--- config.mk ---
export PLATFORM = sky130hd
export DESIGN_NAME = srs_status
export DESIGN_NICKNAME = d
export VERILOG_FILES = /design/src/logic/srs_pkg.sv /design/src/logic/srs_vec_if.sv /design/src/logic/srs_rx_fifo.sv /design/src/logic/srs_status.sv /design/src/logic/srs_vec_enc.sv
export SDC_FILE = /design/constraint.sdc
export NUM_CORES = 1
export LEC_CHECK = 0
export BUFFER_PORTS_ARGS = -buffer_cell sky130_fd_sc_hd__buf_4
export CORE_ASPECT_RATIO = 0.8
export CORE_MARGIN = 2
export CORE_UTILIZATION = 35
export CTS_CLUSTER_SIZE = 10
export DETAILED_ROUTE_END_ITERATION = 8
export GPL_TIMING_DRIVEN = 1
export PLACE_DENSITY = 0.57
export SYNTH_ARGS = -nofsm -noshare
export SYNTH_HDL_FRONTEND = slang
export SYNTH_HIERARCHICAL = 1
export SYNTH_SLANG_ARGS = --single-unit
--- constraint.sdc ---
create_clock -name clk -period 4.15 [get_ports clk]
set_input_delay 0.6225 -clock clk [delete_from_list [all_inputs] [get_ports clk]]
set_output_delay 0.6225 -clock clk [all_outputs]
set_load 0.05 [all_outputs]
--- src/logic/srs_pkg.sv ---
// Shared constants and types for the receive status and vector block.
package srs_pkg;
	localparam int DW = 32;
	localparam int AW = 8;
	localparam logic [7:0] OFF_STATUS = 8'h00;
	localparam logic [7:0] OFF_VECRB = 8'h04;
	localparam logic [7:0] OFF_VECCTL = 8'h08;
	localparam logic [7:0] OFF_MODE = 8'h0c;
	localparam logic [7:0] OFF_CMD = 8'h10;
	localparam logic [7:0] OFF_PEND = 8'h14;
	localparam int ST_SENT = 0;
	localparam int ST_RES_LO = 1;
	localparam int ST_PAR = 4;
	localparam int ST_OVR = 5;
	localparam int ST_CRCFE = 6;
	localparam int ST_EOF = 7;
	localparam int MD_CAV = 0;
	localparam int MD_BUS = 1;
	localparam int MD_PARSPEC = 2;
	localparam int MD_PAREN = 3;
	localparam int MD_ODD = 4;
	localparam int MD_SYNC = 5;
	localparam int MD_SDLC = 6;
	localparam int MD_INTEN = 7;
	localparam int CMD_ERRRST = 0;
	localparam int FIFO_DEPTH = 3;
	localparam logic [2:0] CODE_NONE = 3'h7;
	localparam logic [7:0] VEC_RESET = 8'h00;
	localparam logic [7:0] MODE_RESET = 8'h00;
	localparam int HALF_BIT_NS = 4340;
	localparam int CLK_NS = 10;
	localparam int HALF_BIT_CYC = (HALF_BIT_NS + CLK_NS - 1) / CLK_NS;
	typedef struct packed {
		logic [7:0] data;
		logic [2:0] residue;
		logic crcErr;
		logic eof;
	} srs_entry_s;
	typedef enum logic [1:0] {SRS_IDLE = 2'b00, SRS_HOLD = 2'b01} srs_rx_e;
endpackage : srs_pkg

--- src/logic/srs_vec_if.sv ---
// Interface carrying pending sources to the vector encoder.
`timescale 1ns/100ps
interface srs_vec_if;
	logic [7:0] pending;
	logic [2:0] code;
	logic anyPending;
	modport src(output pending, input code, anyPending);
	modport enc(input pending, output code, anyPending);
endinterface : srs_vec_if

--- src/logic/srs_rx_fifo.sv ---
// Three-entry receive buffer holding each character with its own status.
`timescale 1ns/100ps
module srs_rx_fifo #(
	parameter int DEPTH = srs_pkg::FIFO_DEPTH
) (
	input wire logic clk,
	input wire logic rst_n,
	input wire logic push,
	input wire srs_pkg::srs_entry_s inEntry,
	input wire logic pop,
	output srs_pkg::srs_entry_s head,
	output logic notEmpty,
	output logic overrun
);
	typedef struct packed {
		srs_pkg::srs_entry_s [DEPTH-1:0] mem;
		logic [1:0] count;
	} srs_fifo_s;
	srs_fifo_s r;
	srs_fifo_s next_r;
	always_comb begin
		next_r = r;
		if (pop && r.count != 2'h0) begin
			for (int i = 0; i < DEPTH - 1; i++) begin
				next_r.mem[i] = r.mem[i + 1];
			end
			next_r.count = r.count - 2'h1;
		end
		if (push) begin
			if (next_r.count == 2'(DEPTH)) begin
				next_r.mem[DEPTH - 1] = inEntry;
			end else begin
				next_r.mem[next_r.count] = inEntry;
				next_r.count = next_r.count + 2'h1;
			end
		end
	end
	always_ff @(posedge clk) begin
		if (!rst_n) begin
			r <= '0;
		end else begin
			r <= next_r;
		end
	end
	assign head = r.mem[0];
	assign notEmpty = r.count != 2'h0;
	assign overrun = push && !(pop && r.count != 2'h0) && r.count == 2'(DEPTH);
endmodule : srs_rx_fifo

--- src/logic/srs_status.sv ---
// Receive status flags, error latching and vector readback over APB.
`timescale 1ns/100ps
module srs_status #(
	parameter int HALF_BIT_CYC = srs_pkg::HALF_BIT_CYC
) (
	input wire logic clk,
	input wire logic rst_n,
	input wire logic psel,
	input wire logic penable,
	input wire logic pwrite,
	input wire logic [srs_pkg::AW-1:0] paddr,
	input wire logic [srs_pkg::DW-1:0] pwdata,
	output logic [srs_pkg::DW-1:0] prdata,
	output logic pready,
	output logic pslverr,
	input wire logic rxValid,
	input wire logic [7:0] rxData,
	input wire logic rxParityBit,
	input wire logic rxStopLow,
	input wire logic rxCrcMismatch,
	input wire logic rxClosingFlag,
	input wire logic rxFrameStart,
	input wire logic [2:0] rxResidue,
	input wire logic rxPop,
	input wire logic txEmptyB,
	input wire logic extStatB,
	input wire logic [1:0] chanAPend,
	input wire logic txEmptyA,
	input wire logic extStatA,
	output logic [7:0] rxHeadData,
	output logic rxHeadValid,
	output logic specialReq,
	output logic rxHold,
	output logic allSent
);
	typedef struct packed {
		logic [7:0] vecCtl;
		logic [7:0] mode;
		logic parErr;
		logic ovrErr;
		logic eofSticky;
		srs_pkg::srs_rx_e rxState;
		logic hold;
		logic [15:0] holdCnt;
		logic [srs_pkg::DW-1:0] prdata;
		logic pready;
		logic pslverr;
		logic [7:0] headData;
		logic headValid;
		logic specialReq;
		logic pendA;
	} srs_state_s;
	srs_state_s r;
	srs_state_s next_r;
	srs_pkg::srs_entry_s inEntry;
	srs_pkg::srs_entry_s head;
	logic notEmpty;
	logic overrun;
	logic calcPar;
	logic parBad;
	logic framing;
	logic errReset;
	logic [7:0] statusByte;
	logic [7:0] vecRead;
	logic [7:0] pend;
	logic wrAcc;
	logic rdAcc;
	srs_vec_if vif ();
	srs_rx_fifo #(
		.DEPTH(srs_pkg::FIFO_DEPTH)
	) u_fifo (
		.clk(clk),
		.rst_n(rst_n),
		.push(rxValid && r.rxState == srs_pkg::SRS_IDLE),
		.inEntry(inEntry),
		.pop(rxPop),
		.head(head),
		.notEmpty(notEmpty),
		.overrun(overrun)
	);
	srs_vec_enc u_enc (
		.vif(vif)
	);
	assign wrAcc = psel && penable && pwrite && !r.pready;
	assign rdAcc = psel && penable && !pwrite && !r.pready;
	assign errReset = wrAcc && paddr == srs_pkg::OFF_CMD && pwdata[srs_pkg::CMD_ERRRST];
	always_comb begin
		calcPar = ^rxData ^ r.mode[srs_pkg::MD_ODD];
		parBad = r.mode[srs_pkg::MD_PAREN] && (calcPar != rxParityBit);
		framing = !r.mode[srs_pkg::MD_SYNC] && rxStopLow;
		inEntry.data = rxData;
		inEntry.residue = r.mode[srs_pkg::MD_SDLC] ? rxResidue : 3'h0;
		inEntry.crcErr = r.mode[srs_pkg::MD_SYNC] ? rxCrcMismatch : framing;
		inEntry.eof = r.mode[srs_pkg::MD_SDLC] && rxClosingFlag;
	end
	always_comb begin
		statusByte = '0;
		statusByte[srs_pkg::ST_SENT] = !r.mode[srs_pkg::MD_SYNC] ? !notEmpty : 1'b1;
		statusByte[srs_pkg::ST_RES_LO +: 3] = notEmpty ? head.residue : 3'h0;
		statusByte[srs_pkg::ST_PAR] = r.parErr;
		statusByte[srs_pkg::ST_OVR] = r.ovrErr;
		statusByte[srs_pkg::ST_CRCFE] = notEmpty && head.crcErr;
		statusByte[srs_pkg::ST_EOF] = r.eofSticky;
	end
	// Channel A sources sit at the highest priority; with nothing pending the code is 7, the same code as chanAPend[1].
	always_comb begin
		pend = '0;
		pend[0] = chanAPend[1];
		pend[1] = chanAPend[0];
		pend[2] = extStatA;
		pend[3] = txEmptyA;
		pend[4] = r.specialReq;
		pend[5] = notEmpty && r.mode[srs_pkg::MD_INTEN];
		pend[6] = extStatB;
		pend[7] = txEmptyB;
	end
	assign vif.pending = pend;
	always_comb begin
		vecRead = r.vecCtl;
		if (r.mode[srs_pkg::MD_CAV]) begin
			if (r.mode[srs_pkg::MD_BUS]) begin
				vecRead[2:0] = vif.code;
			end else begin
				vecRead[4:2] = vif.code;
			end
		end
	end
	always_comb begin
		next_r = r;
		next_r.pready = psel && penable && !r.pready;
		next_r.pslverr = 1'b0;
		if (wrAcc) begin
			unique case (paddr)
				srs_pkg::OFF_VECCTL: next_r.vecCtl = pwdata[7:0];
				srs_pkg::OFF_MODE: next_r.mode = pwdata[7:0];
				srs_pkg::OFF_CMD: next_r.vecCtl = r.vecCtl;
				srs_pkg::OFF_STATUS, srs_pkg::OFF_VECRB, srs_pkg::OFF_PEND: next_r.pslverr = 1'b0;
				default: next_r.pslverr = 1'b1;
			endcase
		end
		if (rdAcc) begin
			next_r.prdata = '0;
			unique case (paddr)
				srs_pkg::OFF_STATUS: next_r.prdata[7:0] = statusByte;
				srs_pkg::OFF_VECRB: begin
					next_r.prdata[7:0] = vecRead;
					// pending bit valid after vector read
					next_r.pendA = |pend[3:0];
				end
				srs_pkg::OFF_VECCTL: next_r.prdata[7:0] = r.vecCtl;
				srs_pkg::OFF_MODE: next_r.prdata[7:0] = r.mode;
				srs_pkg::OFF_CMD: next_r.prdata = '0;
				srs_pkg::OFF_PEND: next_r.prdata[0] = r.pendA;
				default: next_r.pslverr = 1'b1;
			endcase
		end
		// sticky errors, set wins over clear
		if (errReset) begin
			next_r.parErr = 1'b0;
			next_r.ovrErr = 1'b0;
		end
		if (rxValid && r.rxState == srs_pkg::SRS_IDLE && parBad) begin
			next_r.parErr = 1'b1;
		end
		if (overrun) begin
			next_r.ovrErr = 1'b1;
		end
		if (errReset || (rxValid && rxFrameStart)) begin
			next_r.eofSticky = 1'b0;
		end
		if (rxValid && r.rxState == srs_pkg::SRS_IDLE && inEntry.eof) begin
			next_r.eofSticky = 1'b1;
		end
		unique case (r.rxState)
			srs_pkg::SRS_IDLE: begin
				if (rxValid && framing) begin
					next_r.rxState = srs_pkg::SRS_HOLD;
					next_r.holdCnt = 16'(HALF_BIT_CYC - 1);
				end
			end
			srs_pkg::SRS_HOLD: begin
				if (r.holdCnt == 16'h0) begin
					next_r.rxState = srs_pkg::SRS_IDLE;
				end else begin
					next_r.holdCnt = r.holdCnt - 16'h1;
				end
			end
			default: next_r.rxState = srs_pkg::SRS_IDLE;
		endcase
		// The hold pin gets a flop of its own so the output carries no decode.
		next_r.hold = next_r.rxState == srs_pkg::SRS_HOLD;
		next_r.specialReq = r.mode[srs_pkg::MD_INTEN] && ((r.parErr && r.mode[srs_pkg::MD_PARSPEC]) ||
			r.ovrErr || r.eofSticky || (notEmpty && head.crcErr && !r.mode[srs_pkg::MD_SYNC]));
		next_r.headData = head.data;
		next_r.headValid = notEmpty;
	end
	always_ff @(posedge clk) begin
		if (!rst_n) begin
			r <= '0;
			r.vecCtl <= srs_pkg::VEC_RESET;
			r.mode <= srs_pkg::MODE_RESET;
			r.rxState <= srs_pkg::SRS_IDLE;
		end else begin
			r <= next_r;
		end
	end
	assign prdata = r.prdata;
	assign pready = r.pready;
	assign pslverr = r.pslverr;
	assign rxHeadData = r.headData;
	assign rxHeadValid = r.headValid;
	assign specialReq = r.specialReq;
	assign rxHold = r.hold;
	assign allSent = r.headValid;
endmodule : srs_status

--- src/logic/srs_vec_enc.sv ---
// Fixed priority encoder of the eight interrupt sources into a condition code.
`timescale 1ns/100ps
module srs_vec_enc (
	srs_vec_if.enc vif
);
	always_comb begin
		vif.code = srs_pkg::CODE_NONE;
		vif.anyPending = 1'b0;
		for (int i = 0; i < 8; i++) begin
			if (vif.pending[i] && !vif.anyPending) begin
				vif.code = 3'(7 - i);
				vif.anyPending = 1'b1;
			end
		end
	end
endmodule : srs_vec_enc

==> results.json <==
{
  "drive_above_1_share_pct": 19.2,
  "status": "finished clean",
  "fin_crit_sh_pct": 59.5,
  "grt_pass1_vias": 3616,
  "worst_slew_pin_slew_ns": 1.01,
  "netlist_instances": 548,
  "wl_met3_um": 454,
  "clkPwrFrac_pct": 37.8,
  "die_area_mm2": 0.0155,
  "fin_area_mm2": 0.00568,
  "cp_max_fo": 6,
  "synth.cell_area_mm2": 0.00509,
  "nFillCells": 1424,
  "first_pass_iters": 4,
  "cp-start-kind": "register",
  "cp.arrival_ns": 2.71,
  "rows": 39,
  "ctsResizeCount": 0,
  "hold_path.class": "reg2reg",
  "grt_max_degree": 73,
  "p_switching_mw": 0.660,
  "route.met2.wl_um": 5260,
  "holdPathStages": 1,
  "layout_min_cycle_time_ns": 2.47,
  "fin_ws_ns": 1.68,
  "vias": 3744,
  "finalHoldViolations": 0,
  "viasPerCell": 4.91,
  "worstHoldEndpoint": "rxHeadData[3]$_SDFF_PN0_",
  "syn_area_per_cell_um2": 9.28,
  "worst_skew_pair.late_latency_ns": 0.35,
  "hold_buffers": 0,
  "grt_usage_pct": 14.3,
  "yosysWarningCount": 6,
  "clock_sinks": 97,
  "fin_tns_setup_ns": 0,
  "combPwrFrac_pct": 18.7,
  "die_w_um": 139,
  "p_leak_nw": 2.61,
  "r2r_cells": 9,
  "relSlewSlack_pct": 32.3,
  "place.gp.congestion": 0.878,
  "final-max-slew-violation-count": 0,
  "clockBufferDepth": 2,
  "clk_pin_slew_ns": 0.07,
  "power_mw": 2.27,
  "fin_cells": 763,
  "post-place-ws_ns": 1.53,
  "cts-buffers-inserted": 9,
  "drt-total-wl_um": 11000,
  "overflow": 0,
  "ant_nets": 0,
  "r2r_end": "prdata[4]$_SDFFE_PN0P_",
  "htreeDepth": 3,
  "endpoint_kind": "register",
  "p_seq_share_pct": 43.5,
  "wl_met1_um": 5190,
  "timing.rr.start": "u_fifo/r[0]$_SDFF_PN0_",
  "swShare_pct": 29.1,
  "io_pins": 115,
  "drtIter0Drc": 223,
  "top_layer": "met4",
  "powerDensity_mw_per_mm2": 400,
  "grt_pass1_wl_um": 17800,
  "clock.fmax_mhz": 405,
  "nNetsFinal": 646,
  "setup_viol": 0,
  "antenna_cells": 0,
  "die-height_um": 112,
  "skew_ns": 0.00819,
  "antenna_found_initial": 0,
  "rsz0062_at_grt": "false",
  "p_int_mw": 1.61,
  "ir_worst_vdd_mv": 0.212,
  "core_mm2": 0.0142,
  "critPathSlowestCell": "mux4_2",
  "root_buffer": "clkbuf_16",
  "required_ns": 4.40,
  "wl_per_cell_um": 14.4,
  "syn2layout_area_growth_pct": 11.7,
  "cp_cell_sequence": "inv_2 > ha_1 > inv_1 > and2_1 > nor4_1 > nand2b_1 > mux2_2 > mux4_2 > a32o_1",
  "start_util_pct": 35.7,
  "criticalPathCategory": "reg2reg",
  "io_buffer_count": 66,
  "cts_setup_buffers": 0,
  "rrSetupSlack_ns": 1.68,
  "drcViolationCount": 0,
  "dp_hpwl_um": 7770,
  "tritoncts": "done",
  "worstHoldStart": "u_fifo/head[8]$_SDFF_PN0_",
  "placed_area_mm2": 0.00537,
  "slowest_delay_ns": 0.51,
  "placed_cells": 747,
  "cap_viol_max_count": 0
}
## registers in the layout, summed over array words and instances (netlist names), 8 cells and up
signal / flops
r: 38
u_fifo/r: 26
u_fifo/head: 12
prdata: 8
rxHeadData: 8
## worst max-delay path by stage
stage | slack [ns] | end | cells after the start | from
after floorplan | 1.99 | prdata[4]$_SDFFE_PN0P_ | 9 | u_fifo/r[0]$_SDFF_PN0_
final | 1.68 | prdata[4]$_SDFFE_PN0P_ | 9 | u_fifo/r[0]$_SDFF_PN0_
after global placement | 1.57 | prdata[4]$_SDFFE_PN0P_ | 4 | rst_n
after global routing | 1.55 | prdata[4]$_SDFFE_PN0P_ | 9 | u_fifo/r[1]$_SDFF_PN0_
after detailed placement | 1.53 | prdata[3]$_SDFFE_PN0P_ | 4 | rst_n
after CTS | 1.69 | prdata[4]$_SDFFE_PN0P_ | 9 | u_fifo/r[0]$_SDFF_PN0_
## worst max-delay path, delay by kind of cell (launching register included)
family                   cells  cell delay (ns)
adder cells (fa/ha/maj)      1             0.24
multiplexers                 2             0.79
buffers and inverters        2             0.28
AND/OR/NAND/NOR              3             0.43
AO/OA/AOI/OAI                1             0.22
flip-flops                   1             0.40
## per-layer routing
| layer | up-vias | track usage [%] |
|---|---|---|
| met5 | - | 0 |
| met4 | 0 | 4.92 |
| met3 | 8 | 4.00 |
| met2 | 62 | 23.2 |
| met1 | 1803 | 18.5 |
| li1 | 1871 | - |
## power by group through the flow
stage               registers [mW]  logic, mW  clock network [mW]
floorplan                     1.02      0.358                   0
global placement              1.01      0.420                   0
detailed placement            1.01      0.424                   0
CTS                          0.989      0.426               0.888
global route                 0.993      0.457               0.914
finish                       0.989      0.425               0.859
## per-stage QoR
stage | hold slack [ns] | utilization, %
global route | 0.466 | 39.9
finish | 0.455 | 39.9
CTS | 0.463 | 39.9
detailed placement | 0.443 | 37.7
floorplan | 0.432 | -
global placement | 0.440 | 37.7
## placed cells by master (no fill, tap or decap), drive strengths merged, types with 11 or more instances in the layout
cell    n
a21oi  20
mux2   26
nor2   42
nand2  67
conb   25
buf    67
dfxtp  97
mux2i  60
nand3  11
and2   16
xnor2  11
nor3   14
inv    12
## layout make-up
| class | instances | area (µm²) | area share, % |
|---|---|---|---|
| inverters | 9 | 33.8 | 0.595 |
| flip-flops and latches | 97 | 1940 | 34.2 |
| well taps | 184 | 230 | 4.05 |
| clock buffers | 10 | 239 | 4.21 |
| clock inverters | 6 | 72.6 | 1.28 |
| multi-input cells | 390 | 2660 | 46.8 |
| repair buffers | 67 | 503 | 8.85 |
No activity file was read; power rests on OpenSTA's default activity.
